$ cat src/pkg/dsi3_addr_pkg.sv
`default_nettype none

package dsi3_addr_pkg;

	// Clock figures
	localparam int unsigned CLOCK_HZ        = 25_000_000;
	localparam int unsigned CLOCK_PERIOD_NS = 40;

	// Discovery timing in its own unit (ns)
	localparam int unsigned DISCOVERY_LISTEN_DELAY_NS = 1_000_000;
	localparam int unsigned DISCOVERY_REPEAT_PERIOD_NS = 2_000_000;
	localparam int unsigned DISCOVERY_REPLY_DELAY_NS  = 20_000;
	localparam int unsigned DISCOVERY_RAMP_TIME_NS    = 40_000;
	localparam int unsigned DISCOVERY_HOLD_TIME_NS    = 40_000;
	localparam int unsigned DISCOVERY_CMD_MIN_NS      = 8_000;
	localparam int unsigned DISCOVERY_CMD_MAX_NS      = 40_000;

	// Cycle counts: least times round up, longest times round down
	localparam int unsigned LISTEN_DELAY_CYCLES =
		(DISCOVERY_LISTEN_DELAY_NS + CLOCK_PERIOD_NS - 1) / CLOCK_PERIOD_NS;
	localparam int unsigned REPEAT_PERIOD_CYCLES =
		(DISCOVERY_REPEAT_PERIOD_NS + CLOCK_PERIOD_NS - 1) / CLOCK_PERIOD_NS;
	localparam int unsigned REPLY_DELAY_CYCLES =
		(DISCOVERY_REPLY_DELAY_NS + CLOCK_PERIOD_NS - 1) / CLOCK_PERIOD_NS;
	localparam int unsigned RAMP_TIME_CYCLES = DISCOVERY_RAMP_TIME_NS / CLOCK_PERIOD_NS;
	localparam int unsigned HOLD_TIME_CYCLES =
		(DISCOVERY_HOLD_TIME_NS + CLOCK_PERIOD_NS - 1) / CLOCK_PERIOD_NS;
	localparam int unsigned CMD_MIN_CYCLES =
		(DISCOVERY_CMD_MIN_NS + CLOCK_PERIOD_NS - 1) / CLOCK_PERIOD_NS;
	localparam int unsigned CMD_MAX_CYCLES = DISCOVERY_CMD_MAX_NS / CLOCK_PERIOD_NS;

	// Reply current codes: full scale is twice the unit reply current
	localparam logic [7:0] REPLY_FULL_CODE = 8'hFF;
	localparam logic [7:0] REPLY_UNIT_CODE = 8'h80;
	localparam logic [3:0] ADDRESS_NONE    = 4'h0;
	localparam logic [3:0] COUNTER_RESET   = 4'h1;

	// Register map (byte addresses)
	localparam logic [3:0] CTRL_OFFSET   = 4'h0;
	localparam logic [3:0] STATUS_OFFSET = 4'h4;
	localparam int unsigned CTRL_INIT_BIT   = 0;
	localparam int unsigned CTRL_SWITCH_BIT = 1;

	typedef enum logic [2:0] {
		S_STRAP,
		S_STARTUP,
		S_LISTEN,
		S_REPLY_DELAY,
		S_RAMP,
		S_HOLD,
		S_ADDRESSED
	} disc_state_t;

	// Command/response frame as handed over by the frame decoder
	typedef struct packed {
		logic       valid;
		logic [3:0] address;
		logic       set_address;
		logic [3:0] new_address;
	} frame_t;

	// Avalon-MM slave request
	typedef struct packed {
		logic        read;
		logic        write;
		logic [3:0]  address;
		logic [3:0]  byteenable;
		logic [31:0] writedata;
	} avalon_req_t;

endpackage

`default_nettype wire

$ cat src/core/dsi3_address_assignment.sv
// Notes on behaviour
// RQ1: A falling receive comparator output marks the start of a master command.
// RQ2: Comparator low time is counted on the clock; decoding uses that count.
// RQ3: Non-zero one-time address skips all other assignment and waits for configuration.
// RQ4: Pre-programmed device keeps bus switch open until configuration closes it.
// RQ5: Unaddressed device accepts global write to address zero setting non-zero address; the code takes it only in S_STARTUP or S_LISTEN.
// RQ6: Downstream bus switch is off after power-up.
// RQ7: Listen for discovery only with init flag clear, address zero, after delay.
// RQ8: After reply delay, unaddressed devices ramp reply current toward twice unit.
// RQ9: Downstream current above unit: reply off, counter up, wait next discovery.
// RQ10: With low downstream current, finish ramp in ramp time and hold full level.
// RQ11: No downstream current by hold end after first command: take address one.
// RQ12: Later commands repeat the sequence and adopt the counter value as address.
// RQ13: The master powers the segment and starts discovery itself.
// RQ14: The master repeats discovery at the period, once per expected device.
// RQ15: After discovery, further set-up uses command/response with the new address.
// RQ16: A frame is acted on only if its address equals the bus address.
// RQ17: The discovery address counter starts at one after reset.
`timescale 1ns/1ps
`default_nettype none

module dsi3_address_assignment #(
	parameter int unsigned LISTEN_CYCLES = dsi3_addr_pkg::LISTEN_DELAY_CYCLES,
	parameter int unsigned REPLY_CYCLES  = dsi3_addr_pkg::REPLY_DELAY_CYCLES,
	parameter int unsigned RAMP_CYCLES   = dsi3_addr_pkg::RAMP_TIME_CYCLES,
	parameter int unsigned HOLD_CYCLES   = dsi3_addr_pkg::HOLD_TIME_CYCLES,
	parameter int unsigned CMD_MIN       = dsi3_addr_pkg::CMD_MIN_CYCLES,
	parameter int unsigned CMD_MAX       = dsi3_addr_pkg::CMD_MAX_CYCLES
) (
	input  wire logic                      clock,
	input  wire logic                      reset,
	input  wire logic                      command_detect_n,
	input  wire logic                      sense_above_unit,
	input  wire logic [3:0]                otp_address,
	input  wire dsi3_addr_pkg::frame_t     frame,
	input  wire dsi3_addr_pkg::avalon_req_t avs,
	output logic                           avs_waitrequest,
	output logic [31:0]                    avs_readdata,
	output logic                           bus_switch_on,
	output logic                           reply_enable,
	output logic [7:0]                     reply_level,
	output logic [3:0]                     bus_address,
	output logic                           command_start,
	output logic                           discovery_seen,
	output logic                           frame_accept
);
	import dsi3_addr_pkg::*;

	localparam int unsigned STEP_RAW   = RAMP_CYCLES / 255;
	localparam int unsigned STEP_CYCLES = (STEP_RAW < 1) ? 1 : STEP_RAW;

	// Every delay count must fit the 24-bit timer, the command window the 16-bit low counter; all at least one cycle
	if (LISTEN_CYCLES < 1 || LISTEN_CYCLES >= 2**24 || REPLY_CYCLES < 1 ||
		REPLY_CYCLES >= 2**24 || HOLD_CYCLES < 1 || HOLD_CYCLES >= 2**24 ||
		RAMP_CYCLES < 1 || RAMP_CYCLES >= 2**24 || CMD_MIN < 1 ||
		CMD_MAX < CMD_MIN || CMD_MAX >= 2**16) begin : g_bad_param
		$error("dsi3_address_assignment: timing parameter out of range");
	end

	typedef struct packed {
		logic [1:0]  cmd_sync;
		logic [1:0]  sense_sync;
		logic [3:0]  otp_s1;
		logic [3:0]  otp_s2;
		logic        cmd_prev;
		logic [15:0] low_count;
		disc_state_t state;
		logic [23:0] timer;
		logic [7:0]  ramp;
		logic [3:0]  addr;
		logic [3:0]  addr_count;
		logic        init_done;
		logic        switch_req;
		logic        switch_on;
		logic        reply_on;
		logic        start_pulse;
		logic        disc_pulse;
		logic        accept;
		logic        wait_q;
		logic [31:0] rdata;
	} core_state_t;

	core_state_t q;
	core_state_t d;
	logic        cmd_level;
	logic        sense_level;
	logic        disc_event;
	logic        off_now;

	// Only the second synchroniser stage is looked at
	assign cmd_level   = q.cmd_sync[1];
	assign sense_level = q.sense_sync[1];

	// Discovery command: a low pulse whose length falls in the window
	assign disc_event = cmd_level && !q.cmd_prev &&
		(q.low_count >= 16'(CMD_MIN)) && (q.low_count <= 16'(CMD_MAX)); // RQ2

	// Downstream current seen while we source current means someone below is louder
	assign off_now = q.reply_on && sense_level; // RQ9

	// Next state of the whole block
	always_comb begin
		d = q;
		d.start_pulse = 1'b0;
		d.disc_pulse  = 1'b0;
		d.accept      = 1'b0;
		d.cmd_sync    = {q.cmd_sync[0], command_detect_n};
		d.sense_sync  = {q.sense_sync[0], sense_above_unit};
		d.otp_s1      = otp_address;
		d.otp_s2      = q.otp_s1;
		d.cmd_prev    = cmd_level;

		// Command start and low-time counter
		if (q.cmd_prev && !cmd_level) begin
			d.start_pulse = 1'b1; // RQ1
		end
		if (cmd_level) begin
			d.low_count = 16'h0000;
		end else if (q.low_count != 16'hFFFF) begin
			d.low_count = q.low_count + 16'h0001; // RQ2
		end
		d.disc_pulse = disc_event;

		case (q.state)
			S_STRAP: begin
				// Wait for the strap to pass its synchroniser
				d.timer = q.timer + 24'h000001;
				if (q.timer == 24'h000002) begin
					d.timer = 24'h000000;
					if (q.otp_s2 != ADDRESS_NONE) begin
						d.addr  = q.otp_s2; // RQ3
						d.state = S_ADDRESSED;
					end else begin
						d.state = S_STARTUP;
					end
				end
			end
			S_STARTUP: begin
				d.timer = q.timer + 24'h000001;
				if (q.timer == 24'(LISTEN_CYCLES - 1)) begin
					d.timer = 24'h000000;
					d.state = S_LISTEN; // RQ7
				end
			end
			S_LISTEN: begin
				if (q.addr != ADDRESS_NONE || q.init_done) begin
					d.state = S_ADDRESSED; // RQ15
				end else if (disc_event) begin
					d.timer = 24'h000000;
					d.state = S_REPLY_DELAY; // RQ7
				end
			end
			S_REPLY_DELAY: begin
				d.timer = q.timer + 24'h000001;
				if (q.timer == 24'(REPLY_CYCLES - 1)) begin
					d.timer    = 24'h000000;
					d.reply_on = 1'b1; // RQ8
					d.ramp     = 8'h00;
					d.state    = S_RAMP;
				end
			end
			S_RAMP: begin
				d.timer = q.timer + 24'h000001;
				if (q.timer == 24'(STEP_CYCLES - 1)) begin
					// Even steps so full scale lands inside the ramp time
					d.timer = 24'h000000;
					d.ramp  = q.ramp + 8'h01; // RQ8
					if (q.ramp == REPLY_FULL_CODE - 8'h01) begin
						d.state = S_HOLD; // RQ10
					end
				end
			end
			S_HOLD: begin
				d.timer = q.timer + 24'h000001;
				if (q.timer == 24'(HOLD_CYCLES - 1)) begin
					// Counter is one on the first round, so the quiet winner takes one
					d.addr     = q.addr_count; // RQ11 RQ12
					d.reply_on = 1'b0;
					d.ramp     = 8'h00;
					d.timer    = 24'h000000;
					d.state    = S_ADDRESSED;
				end
			end
			S_ADDRESSED: begin
				d.state = S_ADDRESSED;
			end
			default: begin
				d.state = S_STRAP;
			end
		endcase

		// Back off as soon as a downstream slave outshouts us
		if (off_now) begin
			d.reply_on   = 1'b0; // RQ9
			d.ramp       = 8'h00;
			d.timer      = 24'h000000;
			d.addr_count = q.addr_count + 4'h1;
			d.addr       = q.addr; // A late loser must not keep the hold-end address
			d.state      = S_LISTEN;
		end

		// Frame address filter and global address write
		if (frame.valid) begin
			if (q.addr != ADDRESS_NONE && frame.address == q.addr) begin
				d.accept = 1'b1; // RQ16
			end else if (q.addr == ADDRESS_NONE && frame.address == ADDRESS_NONE &&
				frame.set_address && frame.new_address != ADDRESS_NONE &&
				(q.state == S_STARTUP || q.state == S_LISTEN)) begin
				d.addr   = frame.new_address; // RQ5
				d.accept = 1'b1;
			end
		end

		// Switch closes only on configuration and never while unaddressed
		d.switch_on = q.switch_req && (q.addr != ADDRESS_NONE); // RQ4 RQ6

		// Avalon slave: one wait cycle, then the access completes
		if (q.wait_q && (avs.read || avs.write)) begin
			d.wait_q = 1'b0;
			case (avs.address)
				CTRL_OFFSET:   d.rdata = {30'h0, q.switch_req, q.init_done};
				STATUS_OFFSET: d.rdata = {16'h0, 1'b0, q.state, q.switch_on, q.reply_on,
					2'b00, q.addr_count, q.addr};
				default:       d.rdata = 32'h00000000;
			endcase
		end else begin
			d.wait_q = 1'b1;
		end
		if (!q.wait_q && avs.write && avs.byteenable[0] && avs.address == CTRL_OFFSET) begin
			d.init_done  = avs.writedata[CTRL_INIT_BIT];
			d.switch_req = avs.writedata[CTRL_SWITCH_BIT]; // RQ4
		end
	end

	// State register; reset leaves switch open and counter at one
	always_ff @(posedge clock or posedge reset) begin
		if (reset) begin
			q            <= '0;
			q.cmd_sync   <= 2'b11;
			q.cmd_prev   <= 1'b1;
			q.state      <= S_STRAP;
			q.addr_count <= COUNTER_RESET; // RQ17
			q.switch_on  <= 1'b0; // RQ6
			q.wait_q     <= 1'b1;
		end else begin
			q <= d;
		end
	end

	// Outputs straight from the state flops
	assign avs_waitrequest = q.wait_q;
	assign avs_readdata    = q.rdata;
	assign bus_switch_on   = q.switch_on;
	assign reply_enable    = q.reply_on;
	assign reply_level     = q.ramp;
	assign bus_address     = q.addr;
	assign command_start   = q.start_pulse;
	assign discovery_seen  = q.disc_pulse;
	assign frame_accept    = q.accept;
endmodule // dsi3_address_assignment

`default_nettype wire

$ cat config.mk
export PLATFORM = sky130hd
export DESIGN_NAME = dsi3_address_assignment
export DESIGN_NICKNAME = d
export VERILOG_FILES = /design/src/pkg/dsi3_addr_pkg.sv /design/src/core/dsi3_address_assignment.sv
export SDC_FILE = /design/constraint.sdc
export NUM_CORES = 1
export LEC_CHECK = 0
export BUFFER_PORTS_ARGS = -buffer_cell sky130_fd_sc_hd__buf_2
export CAP_MARGIN = 30
export CORE_MARGIN = 1
export CORE_UTILIZATION = 35
export DETAILED_ROUTE_END_ITERATION = 8
export PLACE_DENSITY = 0.61
export RECOVER_POWER = 50
export REMOVE_ABC_BUFFERS = 1
export SETUP_SLACK_MARGIN = 0.1
export SLEW_MARGIN = 20
export SYNTH_ARGS = -nofsm -noshare
export SYNTH_HDL_FRONTEND = slang
export SYNTH_SLANG_ARGS = --single-unit
$ cat constraint.sdc
create_clock -name clock -period 5.9 [get_ports clock]
set_input_delay 0.59 -clock clock [delete_from_list [all_inputs] [get_ports clock]]
set_output_delay 0.59 -clock clock [all_outputs]
set_load 0.02 [all_outputs]
==> results of run 1 <==
-- routing by layer --
layer	global-route usage [%]	vias up	routed length, um
met5	0	-	0
met4	5.45	0	124
met3	3.04	10	522
met2	25.7	126	5740
met1	20.2	2100	5420
li1	-	2084	-
-- sequential cells by signal (all words and copies together), names as in the netlist, 4 cells and up --
name / cells
q: 55
avs_readdata: 13
reply_level: 8
d: 6
bus_address: 4
-- worst max-delay path by stage --
stage	from	endpoint	slack [ns]	depth (start not counted)
finish	q[76]	q[58]	2.52	6
global route	q[76]	q[58]	2.33	6
CTS	q[76]	q[58]	2.48	6
detailed placement	q[76]	q[58]	2.47	6
global placement	q[76]	q[58]	2.54	6
floorplan	reset	avs_readdata[0]	2.90	1
-- kinds of logic after synthesis --
logic type,count (synthesis),synth area share (%)
AND/OR/NAND/NOR,229,22.2
other,1,0.0707
adder cells (fa/ha/maj),8,1.89
multiplexers,6,1.20
flip-flops,93,44.0
buffers and inverters,74,8.66
AO/OA/AOI/OAI,135,18.6
XOR/XNOR,20,3.30
-- cell usage in the layout, fill, tap and decap left out, types with 4 or more instances in the layout --
cell        n
a21oi_1    25
a221o_1    18
a22o_1     12
a22oi_1     4
buf_2      57
clkbuf_16   9
conb_1     19
dfrtp_1    88
ha_1        8
inv_1      10
nand2_1    58
nand2b_1    6
nand3_1    28
nand4_1    15
nor2_1     47
nor2b_1    10
nor3_1     13
nor4_1     12
o211ai_1    4
o21ai_0    24
o21ai_1     5
o221ai_1    4
o31ai_1     8
or2_2       5
or3_1      11
or4_1       7
xnor2_1     8
xor2_1     12
-- synthesized netlist by cell type, types with 4 or more instances --
| master | n | share of area, % |
|---|---|---|
| nor3_1 | 13 | 1.2 |
| xor2_1 | 12 | 2.0 |
| dfstp_2 | 5 | 2.5 |
| o211ai_1 | 4 | 0.57 |
| inv_1 | 11 | 0.78 |
| a22o_1 | 12 | 2.0 |
| o21ai_1 | 6 | 0.57 |
| nor2_1 | 47 | 3.3 |
| nand3_1 | 28 | 2.6 |
| a221o_1 | 18 | 3.4 |
| or4_1 | 7 | 0.99 |
| clkbuf_1 | 13 | 0.92 |
| buf_2 | 4 | 0.38 |
| or2_2 | 5 | 0.59 |
| or3_1 | 11 | 1.3 |
| a21oi_1 | 25 | 2.4 |
| nor2b_1 | 10 | 1.2 |
| o221ai_1 | 4 | 0.66 |
| nand4_1 | 15 | 1.8 |
| nor4_1 | 12 | 1.4 |
| o31ai_1 | 8 | 1.1 |
| nand2b_1 | 6 | 0.71 |
| ha_1 | 8 | 1.9 |
| buf_4 | 45 | 6.4 |
| a22oi_1 | 4 | 0.57 |
| xnor2_1 | 8 | 1.3 |
| o21ai_0 | 23 | 2.2 |
| dfrtp_1 | 88 | 42 |
| nand2_1 | 58 | 4.1 |
-- power groups by stage --
| stage | combinational (mW) | clock, mW | sequential (mW) |
|---|---|---|---|
| 6_report | 0.393 | 0.632 | 0.750 |
| 5_1_grt | 0.437 | 0.672 | 0.759 |
| 4_1_cts | 0.393 | 0.649 | 0.749 |
| 3_5_place_dp | 0.392 | 0 | 0.760 |
| 3_3_place_gp | 0.381 | 0 | 0.759 |
| 2_1_floorplan | 0.272 | 0 | 0.752 |
-- per-stage QoR --
step | std cells | worst slack, ns
6_report | 784 | 2.52
5_1_grt | 784 | 2.33
4_1_cts | 781 | 2.48
3_5_place_dp | 765 | 2.47
3_3_place_gp | 764 | 2.54
2_1_floorplan | 521 | 2.90
-- cell type report --
type | count | area [um2]
inverter | 11 | 42.5
multi-input combinational | 417 | 2580
clock buffer | 9 | 225
timing repair buffer | 63 | 342
clock inverter | 7 | 98.8
fill | 1415 | 8790
tap | 184 | 230
sequential | 93 | 2330
==> results_tabular.tex, run 1 <==
\begin{tabular}{lr}
\hline
Metric & Value \\
\hline
\multicolumn{2}{l}{\textbf{Route}} \\
Residual antenna-violating net count after detailed routing & 0 \\
Via density & 5.51 \\
Detailed-route DRC error count & 6 \\
Vias after detailed routing & 4320 \\
First-pass detailed-route iteration total & 7 \\
Drt total wl & 11800 um \\
Number of DRC markers after the initial detailed-route iteration & 320 \\
Per-cell routed wire length & 15.1 um \\
\multicolumn{2}{l}{\textbf{Worst setup path}} \\
Worst endpoint required time & 6.14 ns \\
Depth of the worst register-to-register path & 6 \\
Buffer and inverter count on the worst path & 0 \\
Series of cell instances along the critical path & nor4\_1, nand4b\_4, or4\_1, a22oi\_4, a21oi\_2, a221o\_1 \\
Beginning of the worst register-to-register path & q[76] \\
Cell family with most CP delay & simple AND/OR/NAND/NOR gates \\
Launching element type of the critical path & flip-flop \\
CP Data Arrival Time & 3.62 ns \\
Worst-path fanout max & 17 \\
Critical Path Slowest Stage Cell & nor4\_1 \\
Critical path class & reg2reg \\
Reg-to-reg slack, setup & 2.52 ns \\
Setup crit end kind & flip-flop \\
Reg-to-reg endpoint & q[58] \\
CP max stage delay & 0.75 ns \\
\multicolumn{2}{l}{\textbf{Synthesis}} \\
Post-synth design cell area & 5300 um2 \\
Sequential element share of the synthesized area & 44.0\% \\
Distinct cell type count of the synthesized netlist & 63 \\
Number of enable-type register cells in the synthesized netlist & 0 \\
Total of warnings raised by yosys & 0 \\
FFs w/ async S/R, synth & 100\% \\
Total of flip-flops plus latches after synthesis & 93 \\
Predominant post-synthesis flop cell & dfrtp\_1 \\
Post-synthesis cell count & 566 \\
Post-Syn Area per Cell & 9.37 um2 \\
\multicolumn{2}{l}{\textbf{Power}} \\
Reg power frac & 42.3\% \\
Power per cell area & 303 nW/um2 \\
Static Leak & 2.57 nW \\
Worst supply voltage drop on vdd & 166 uV \\
Switching Share & 33.0\% \\
Gate power share & 22.1\% \\
Relative contribution of the clock network to total power & 35.6\% \\
Post-layout power & 1.78 mW \\
Internal power consumption & 1.19 mW \\
Net load switching power & 586 uW \\
\multicolumn{2}{l}{\textbf{Status}} \\
Status & finished, violations left \\
Violations in the final reports & design-rule violations, max-capacitance violations, max-slew violations \\
\multicolumn{2}{l}{\textbf{Floorplan}} \\
I/O Pins & 110 \\
Die outline height & 125 um \\
Starting density of the core & 36.2\% \\
Core footprint & 14600 um2 \\
Total die area & 15600 um2 \\
Row count & 44 \\
Die extent in x & 125 um \\
\multicolumn{2}{l}{\textbf{STA}} \\
Fin. max-slew vios & 27 \\
Worst Skew & 0.0106 ns \\
Count of final setup violators & 0 \\
Final hold slack & 0.271 ns \\
Transition time at the pin with the least slew margin & 1.66 ns \\
Final-layout setup total negative slack & 0 ns \\
Number of hold-slack violations in the final timing report & 0 \\
Unrepaired setup endpoints after global routing & no \\
Relative slew slack & -10.4\% \\
Max frequency & 296 MHz \\
Clock period minus worst slack & 3.38 ns \\
Post-route fraction of the period consumed by the critical path & 57.3\% \\
\multicolumn{2}{l}{\textbf{Clock network}} \\
Number of CTS-inserted buffers & 9 \\
Root buffer selected by CTS & clkbuf\_16 \\
Number of setup buffers added after CTS & 0 \\
Clock tree from TritonCTS & done \\
Post-CTS sizing & 0 \\
Later-pin clock latency in the skew report & 0.35 ns \\
Clk pin slew, worst setup/hold paths & 0.07 ns \\
Total number of clock tree sinks & 93 \\
H-Tree Depth & 3 \\
Largest buffer count on any clock path & 2 \\
CTS Hold Bufs & 0 \\
\multicolumn{2}{l}{\textbf{Cells and area}} \\
Number of nets in the layout & 663 \\
Area growth from synthesis to final layout & 10.3\% \\
Cell area after layout & 5850 um2 \\
N\_diodes & 0 \\
Share of post-route cells with drive strength above 1 & 16.8\% \\
Post-layout util & 39.9\% \\
\multicolumn{2}{l}{\textbf{Global route}} \\
Wire length of the first global-routing pass & 19700 um \\
Vias in the first global route & 4026 \\
Total overflow reported by the global router & 0 \\
Total routing resource utilization after global routing & 15.5\% \\
Largest net degree at the start of global routing & 55 \\
Initial antenna violation count & 0 \\
\multicolumn{2}{l}{\textbf{Hold path}} \\
Path class of the lowest-slack min-delay path & in2async \\
\multicolumn{2}{l}{\textbf{Placement}} \\
Post-placement cell area & 5510 um2 \\
Weighted congestion at the end of routability-driven global placement & 0.849 \\
Port Buf Inserts & 57 \\
Dpl hpwl & 8380 um \\
\multicolumn{2}{l}{\textbf{Run}} \\
Max\_cap viols & 1 \\
\hline
\end{tabular}
Power figures use the tool's default switching activity.
==> run 2, diff against run 1 <==
--- a/config.mk
+++ b/config.mk
@@ -5,12 +5,13 @@
 export SDC_FILE = /design/constraint.sdc
 export NUM_CORES = 1
 export LEC_CHECK = 0
+export ABC_AREA = 1
 export BUFFER_PORTS_ARGS = -buffer_cell sky130_fd_sc_hd__buf_2
 export CAP_MARGIN = 30
 export CORE_MARGIN = 1
 export CORE_UTILIZATION = 35
 export DETAILED_ROUTE_END_ITERATION = 8
-export PLACE_DENSITY = 0.61
+export PLACE_DENSITY = 0.6
 export RECOVER_POWER = 50
 export REMOVE_ABC_BUFFERS = 1
 export SETUP_SLACK_MARGIN = 0.1
==> constraint.sdc (replaced) <==
create_clock -name clock -period 3.4 [get_ports clock]
set_input_delay 0.34 -clock clock [delete_from_list [all_inputs] [get_ports clock]]
set_output_delay 0.34 -clock clock [all_outputs]
set_load 0.02 [all_outputs]
==> run 2 against run 1 <==
Against the previous run: the flow finishes with violations (max-capacitance violations, max-slew violations); via count up 25%; final cell count rose by 43%; worst setup slack got worse by 1.3 ns; maximum frequency grew 53%; largest cell class unchanged.
==> results_tabular.tex, run 2 <==
\begin{tabular}{lr}
\hline
Metric & Value \\
\hline
\multicolumn{2}{l}{\textbf{Status}} \\
Status & finished, violations left \\
Violations in the final reports & max-capacitance violations, max-slew violations \\
\multicolumn{2}{l}{\textbf{Worst setup path}} \\
Critical path class & reg2reg \\
Worst-path fanout max & 14 (-3) \\
Critical Path Slowest Stage Cell & nor2\_2 \\
Depth of the worst register-to-register path & 9 (+3) \\
Setup crit end kind & flip-flop \\
Launching element type of the critical path & flip-flop \\
Most frequent cell on the critical path & nand2\_1 \\
CP Data Arrival Time & 2.49 ns (-1.13 ns) \\
Worst endpoint required time & 3.68 ns (-2.46 ns) \\
CP max stage delay & 0.46 ns (-0.29 ns) \\
Series of cell instances along the critical path & nor2\_1, nand2\_1, nor2\_2, nand3\_2, o21ai\_0, nand2\_1, nand2\_1, nand2\_1, a21oi\_1 \\
\multicolumn{2}{l}{\textbf{STA}} \\
Unrepaired setup endpoints after global routing & no \\
Transition time at the pin with the least slew margin & 1.69 ns (+0.0306 ns) \\
Count of final setup violators & 0 (unchanged) \\
Final-layout setup total negative slack & 0 ns (unchanged) \\
Clock period minus worst slack & 2.21 ns (-1.17 ns) \\
Post-route fraction of the period consumed by the critical path & 65.0\% (+7.7 points) \\
Worst Skew & 0.00996 ns (-0.000680 ns) \\
Max frequency & 453 MHz (+53\%) \\
Fin worst setup slack & 1.19 ns (-1.33 ns) \\
Number of hold-slack violations in the final timing report & 0 (unchanged) \\
Relative slew slack & -13.1\% (-2.7 points) \\
Fin. max-slew vios & 40 (+48\%) \\
Final hold slack & 0.0904 ns (-0.180 ns) \\
\multicolumn{2}{l}{\textbf{Placement}} \\
Port Buf Inserts & 57 (unchanged) \\
Worst slack at placement & 1.18 ns (-1.29 ns) \\
Dpl hpwl & 10800 um (+28\%) \\
Number of placed instances with taps included & 1107 (+45\%) \\
Weighted congestion at the end of routability-driven global placement & 0.865 (+1.9\%) \\
Post-placement cell area & 6590 um2 (+20\%) \\
\multicolumn{2}{l}{\textbf{Clock network}} \\
Number of CTS-inserted buffers & 9 (unchanged) \\
Post-CTS sizing & 0 (unchanged) \\
Number of setup buffers added after CTS & 0 (unchanged) \\
Clk pin slew, worst setup/hold paths & 0.07 ns (about the same) \\
H-Tree Depth & 3 (unchanged) \\
Root buffer selected by CTS & clkbuf\_16 \\
Later-pin clock latency in the skew report & 0.35 ns (about the same) \\
Total number of clock tree sinks & 93 (unchanged) \\
Clock tree from TritonCTS & done \\
CTS Hold Bufs & 0 (unchanged) \\
Largest buffer count on any clock path & 2 (unchanged) \\
\multicolumn{2}{l}{\textbf{Global route}} \\
Wire length of the first global-routing pass & 23900 um (+21\%) \\
Initial antenna violation count & 0 (unchanged) \\
Total routing resource utilization after global routing & 16.4\% (+0.83 points) \\
Vias in the first global route & 4692 (+17\%) \\
Largest net degree at the start of global routing & 43 (-22\%) \\
Total overflow reported by the global router & 0 (unchanged) \\
\multicolumn{2}{l}{\textbf{Run}} \\
Max\_cap viols & 1 (unchanged) \\
\multicolumn{2}{l}{\textbf{Synthesis}} \\
Post-synthesis cell count & 863 (+52\%) \\
Number of enable-type register cells in the synthesized netlist & 0 (unchanged) \\
FFs w/ async S/R, synth & 100\% (unchanged) \\
Post-synth top area cell & dfrtp\_1 \\
Area fraction of the dominant cell type after synthesis & 34.7\% (-6.8 points) \\
Distinct cell type count of the synthesized netlist & 53 (-16\%) \\
Biggest area contributors in the synthesized netlist & dfrtp\_1 (35\%), nand2\_1 (14\%), buf\_4 (5.8\%), nor2\_1 (5.6\%), inv\_1 (5.2\%) \\
Post-Syn Area per Cell & 7.35 um2 (-21\%) \\
Sequential element share of the synthesized area & 36.8\% (-7.2 points) \\
Post-synth top cells & nand2\_1 (233), nor2\_1 (95), dfrtp\_1 (88), inv\_1 (88), nand3\_1 (62) \\
Predominant post-synthesis flop cell & dfrtp\_1 \\
Most numerous cell in the Yosys netlist & nand2\_1 \\
Post-synth design cell area & 6350 um2 (+20\%) \\
Total of warnings raised by yosys & 0 (unchanged) \\
Total of flip-flops plus latches after synthesis & 93 (unchanged) \\
\multicolumn{2}{l}{\textbf{Floorplan}} \\
Core footprint & 17500 um2 (+19\%) \\
Die extent in x & 137 um (+9.3\%) \\
Total die area & 18700 um2 (+19\%) \\
I/O Pins & 110 (unchanged) \\
Die outline height & 137 um (+9.3\%) \\
Starting density of the core & 36.3\% (+0.11 points) \\
Row count & 48 (+9.1\%) \\
\multicolumn{2}{l}{\textbf{Route}} \\
Per-cell routed wire length & 12.9 um (-14\%) \\
Detailed-route DRC error count & 0 (-6) \\
Vias after detailed routing & 5380 (+25\%) \\
Via density & 4.79 (-13\%) \\
First-pass detailed-route iteration total & 5 (-2) \\
Drt total wl & 14500 um (+23\%) \\
Number of DRC markers after the initial detailed-route iteration & 394 (+23\%) \\
Residual antenna-violating net count after detailed routing & 0 (unchanged) \\
\multicolumn{2}{l}{\textbf{Power}} \\
Worst supply voltage drop on vdd & 316 uV (+91\%) \\
Power per cell area & 596 nW/um2 (+96\%) \\
Post-layout power & 4.10 mW (+130\%) \\
Static Leak & 3.42 nW (+33\%) \\
\multicolumn{2}{l}{\textbf{Hold path}} \\
Path class of the lowest-slack min-delay path & in2reg \\
Number of cells on the worst hold path & 1 \\
\multicolumn{2}{l}{\textbf{Cells and area}} \\
Number of inserted filler cells in the final layout & 1843 (+30\%) \\
Cell area after layout & 6890 um2 (+18\%) \\
Combined flip-flop and latch cell area & 2330 um2 (unchanged) \\
Flip-flop count of the largest register after layout & 55 (unchanged) \\
Area taken by multi-input logic gates & 3250 um2 (+26\%) \\
N\_diodes & 0 (unchanged) \\
Most common cell after layout, fill and taps aside & nand2\_1 \\
Post-layout util & 39.4\% (-0.54 points) \\
Share of post-route cells with drive strength above 1 & 18.0\% (+1.2 points) \\
Number of nets in the layout & 961 (+45\%) \\
Register with the most flip-flops & q \\
Count of placed standard cells in the final layout, fillers left out & 1123 (+43\%) \\
Area growth from synthesis to final layout & 8.50\% \\
Highest-count cells in the layout ignoring fill and taps & nand2\_1 (233), nor2\_1 (95), dfrtp\_1 (88), inv\_1 (87), nand3\_1 (62) \\
\hline
\end{tabular}
[run 2: changes by cell type in the layout (fill, tap and decap cells not counted), sizes merged, moves of 16 or more]
cell / previous run / this run
o21ai: 30 / 46
a221o: 18 / 0
nor2: 47 / 111
inv: 11 / 108
nand2: 58 / 244
nand3: 28 / 72
[run 2: where the power goes]
group          internal [mW]  total [mW]  switching (mW)
clock network          0.604        1.07           0.468
registers               1.24        1.39           0.153
logic                  0.484        1.64            1.16
total                   2.33        4.10            1.78
[run 2: path summary, 6_finish.rpt]
check / startpoint / to / slack, ns
min in group asynchronous: reset / q[89] / 0.39
setup reg to reg: q[72] / bus_address[0] / 1.19
setup / recovery: q[72] / bus_address[0] / 1.19
hold reg to reg: d[100] / q[100] / 0.35
max in group asynchronous: reset / frame_accept / 1.35
hold / removal: command_detect_n / d[111] / 0.09
[run 2: worst max-delay path: cells and delay by family (launching register included)]
kind	cells	cell delay, ns
flip-flops	1	0.43
AO/OA/AOI/OAI	2	0.40
AND/OR/NAND/NOR	7	1.32
[run 2: logic make-up (layout without fill, tap and decap cells)]
logic type / Yosys count / after routing / synth area share [%]
AOI/OAI and AO/OA: 93 / 93 / 9.50
xor gates and xnor gates: 19 / 19 / 2.62
adders and majority gates: 8 / 8 / 1.58
buffers and inverters: 166 / 183 / 13.2
DFF: 93 / 93 / 36.8
other: 1 / 19 / 0.0591
and+or+nand+nor: 483 / 483 / 36.3
[run 2: final cells by class]
cell class	instances	area share, %
Multi-Input combinational cell	622	47.1
Sequential cell	93	33.9
Timing Repair Buffer	62	4.60
Tap cell	225	4.09
Inverter	105	5.74
Clock buffer	10	3.47
Clock inverter	6	1.09
[run 2: per-layer routing]
layer / up-vias / GRT usage, % / share of wire, %
met5: - / 0 / 0
met4: 0 / 5.86 / 1.6
met3: 15 / 2.52 / 3.6
met2: 105 / 23.7 / 44
met1: 2472 / 24.2 / 51
li1: 2788 / - / -
==> run 3, diff against run 2 <==
--- a/config.mk
+++ b/config.mk
@@ -5,13 +5,13 @@
 export SDC_FILE = /design/constraint.sdc
 export NUM_CORES = 1
 export LEC_CHECK = 0
-export ABC_AREA = 1
+export ABC_AREA = 0
 export BUFFER_PORTS_ARGS = -buffer_cell sky130_fd_sc_hd__buf_2
 export CAP_MARGIN = 30
 export CORE_MARGIN = 1
 export CORE_UTILIZATION = 35
 export DETAILED_ROUTE_END_ITERATION = 8
-export PLACE_DENSITY = 0.6
+export PLACE_DENSITY = 0.61
 export RECOVER_POWER = 50
 export REMOVE_ABC_BUFFERS = 1
 export SETUP_SLACK_MARGIN = 0.1
==> constraint.sdc (replaced) <==
create_clock -name clock -period 2.3 [get_ports clock]
set_input_delay 0.23 -clock clock [delete_from_list [all_inputs] [get_ports clock]]
set_output_delay 0.23 -clock clock [all_outputs]
set_load 0.02 [all_outputs]
==> run 3 against run 2 <==
Against the previous run: the run ends with negative setup slack left; clock skew fell by 0.0030 ns; flip-flop and latch count did not move; combinational power rose by 9%; highest routed layer unchanged.
==> results_tabular.tex, run 3 (synthesized netlist as in run 1, its figures left out) <==
\begin{tabular}{lr}
\hline
Metric & Value \\
\hline
\multicolumn{2}{l}{\textbf{Power}} \\
Power per cell area & 706 nW/um2 (+19\%) \\
Static Leak & 3.17 nW (-7.2\%) \\
Worst supply voltage drop on vdd & 451 uV (+43\%) \\
\multicolumn{2}{l}{\textbf{Worst setup path}} \\
Reg-to-reg slack, setup & -0.36 ns (-1.55 ns) \\
Critical path class & reg2reg \\
Setup crit end kind & flip-flop \\
Worst endpoint required time & 2.53 ns (-1.15 ns) \\
CP max stage delay & 0.47 ns (about the same) \\
Beginning of the worst register-to-register path & q[56] \\
CP Data Arrival Time & 2.89 ns (+0.40 ns) \\
Critical Path Slowest Stage Cell & or4b\_4 \\
Worst-path fanout max & 8 (-6) \\
Launching element type of the critical path & flip-flop \\
Series of cell instances along the critical path & inv\_1, ha\_1, or4b\_4, or4\_4, or2\_4, a22oi\_4, buf\_6, buf\_8, a21oi\_1, a221o\_1 \\
Reg-to-reg endpoint & q[60] \\
Termination of the worst setup path & q[60] \\
Worst Setup SP & q[56] \\
Depth of the worst register-to-register path & 10 (+1) \\
\multicolumn{2}{l}{\textbf{Floorplan}} \\
Total die area & 15600 um2 (-16\%) \\
Starting density of the core & 36.2\% (-0.11 points) \\
Core footprint & 14600 um2 (-16\%) \\
Die extent in x & 125 um (-8.5\%) \\
Row count & 44 (-8.3\%) \\
Die outline height & 125 um (-8.5\%) \\
I/O Pins & 110 (unchanged) \\
\multicolumn{2}{l}{\textbf{Cells and area}} \\
Combined flip-flop and latch cell area & 2330 um2 (unchanged) \\
Number of inserted filler cells in the final layout & 1352 (-27\%) \\
Cell area after layout & 7080 um2 (+2.8\%) \\
Area taken by multi-input logic gates & 2850 um2 (-12\%) \\
N\_diodes & 0 (unchanged) \\
Count of placed standard cells in the final layout, fillers left out & 908 (-19\%) \\
Most common cell after layout, fill and taps aside & buf\_4 \\
Highest-count cells in the layout ignoring fill and taps & buf\_4 (101), dfrtp\_1 (88), nand2\_1 (57), nor2\_1 (43), buf\_2 (37) \\
Number of nets in the layout & 787 (-18\%) \\
Register with the most flip-flops & q \\
Flip-flop count of the largest register after layout & 55 (unchanged) \\
Share of post-route cells with drive strength above 1 & 32.0\% (+14 points) \\
Area growth from synthesis to final layout & 33.5\% \\
Post-layout util & 48.3\% (+8.9 points) \\
\multicolumn{2}{l}{\textbf{Global route}} \\
Wire length of the first global-routing pass & 23000 um (-3.6\%) \\
Largest net degree at the start of global routing & 41 (-4.7\%) \\
Vias in the first global route & 4821 (+2.7\%) \\
Total overflow reported by the global router & 0 (unchanged) \\
Total routing resource utilization after global routing & 18.2\% (+1.8 points) \\
Initial antenna violation count & 0 (unchanged) \\
\multicolumn{2}{l}{\textbf{Clock network}} \\
Largest buffer count on any clock path & 2 (unchanged) \\
Clk pin slew, worst setup/hold paths & 0.07 ns (about the same) \\
Clock tree from TritonCTS & done \\
Total number of clock tree sinks & 93 (unchanged) \\
Root buffer selected by CTS & clkbuf\_16 \\
Later-pin clock latency in the skew report & 0.35 ns (about the same) \\
H-Tree Depth & 3 (unchanged) \\
Number of CTS-inserted buffers & 9 (unchanged) \\
\multicolumn{2}{l}{\textbf{Placement}} \\
Post-placement cell area & 6290 um2 (-4.6\%) \\
Dpl hpwl & 9730 um (-9.5\%) \\
Weighted congestion at the end of routability-driven global placement & 0.885 (+2.3\%) \\
Port Buf Inserts & 57 (unchanged) \\
Number of placed instances with taps included & 870 (-21\%) \\
\multicolumn{2}{l}{\textbf{STA}} \\
Worst Skew & 0.00695 ns (-0.00301 ns) \\
Relative slew slack & 5.82\% (+19 points) \\
Max frequency & 376 MHz (-17\%) \\
Count of final setup violators & 39 (+39) \\
Fin worst setup slack & -0.362 ns (-1.55 ns) \\
Unrepaired setup endpoints after global routing & yes \\
Post-route fraction of the period consumed by the critical path & 116\% (+51 points) \\
Clock period minus worst slack & 2.66 ns (+0.453 ns) \\
Number of hold-slack violations in the final timing report & 0 (unchanged) \\
Fin. max-slew vios & 0 (-100\%) \\
Transition time at the pin with the least slew margin & 1.41 ns (-0.276 ns) \\
\multicolumn{2}{l}{\textbf{Status}} \\
Status & finished, violations left \\
Violations in the final reports & negative setup slack \\
\multicolumn{2}{l}{\textbf{Route}} \\
Detailed-route DRC error count & 0 (unchanged) \\
Number of DRC markers after the initial detailed-route iteration & 453 (+15\%) \\
Drt total wl & 14000 um (-3.4\%) \\
Residual antenna-violating net count after detailed routing & 0 (unchanged) \\
Via density & 5.37 (+12\%) \\
Vias after detailed routing & 4875 (-9.4\%) \\
Per-cell routed wire length & 15.4 um (+20\%) \\
First-pass detailed-route iteration total & 7 (+2) \\
\multicolumn{2}{l}{\textbf{Run}} \\
Max\_cap viols & 0 (-1) \\
\multicolumn{2}{l}{\textbf{Hold path}} \\
Path class of the lowest-slack min-delay path & in2reg \\
\hline
\end{tabular}
run 3: how the worst min path moves through the flow:
stage	endpoint	startpoint	cells after the start	slack [ns]
detailed placement	d[109]	sense_above_unit	1	0.34
global route	q[38]	avs[1]	2	0.11
floorplan	d[111]	command_detect_n	0	0.23
global placement	q[56]	reset	2	0.33
finish	q[39]	avs[0]	2	0.11
CTS	q[39]	avs[0]	2	0.1
run 3: routing by layer:
layer / part of all wire, % / routed length, um / vias to the layer above / track usage [%]
li1: - / - / 2342 / -
met1: 45 / 6300 / 2371 / 22.9
met2: 49 / 6870 / 143 / 30.5
met3: 4.4 / 621 / 19 / 3.98
met4: 1.7 / 236 / 0 / 6.74
met5: 0 / 0 / - / 0
run 3: where the power goes:
group / switching [mW] / internal [mW] / total [mW] / leakage, nW
logic: 1.01 / 0.779 / 1.78 / 1.83
clock network: 0.650 / 0.736 / 1.39 / 0.136
registers: 0.0812 / 1.75 / 1.83 / 1.20
run 3: timing repair:
action | CTS | global route
hold endpoints to repair | 37 | 0
pin swaps | 14 | 5
endpoints found under the setup margin | 40 | 40
buffers inserted | 8 | 4
gates resized for setup | 61 | 12
gates cloned | 1 | 2
hold buffers | 7 | 0
run 3: worst max-delay path, delay by kind of cell (launching register included):
kind,cells,cell delay (ns)
DFF,1,0.39
and+or+nand+nor,3,1.19
AOI/OAI and AO/OA,3,0.50
adders and majority gates,1,0.14
buffers and inverters,3,0.33
run 3: final cells by class:
type	instances	share of cell area [%]
Multi-Input combinational cell	418	40.3
Sequential cell	93	33.0
Timing Repair Buffer	186	19.1
Tap cell	184	3.25
Clock buffer	9	3.18
Clock inverter	7	0.690
Inverter	11	0.583
run 3: stage by stage:
stage | hold WS (ns) | setup TNS, ns | worst slack [ns] | total power, mW
2_1_floorplan | 0.234 | -40.98 | -0.487 | 2.63
3_3_place_gp | 0.331 | -10.28 | -0.330 | 3.29
3_5_place_dp | 0.340 | -11.35 | -0.375 | 3.32
4_1_cts | 0.0973 | -9.22 | -0.318 | 4.88
5_1_grt | 0.111 | -17.87 | -0.449 | 5.25
6_report | 0.111 | -10.70 | -0.362 | 5.00
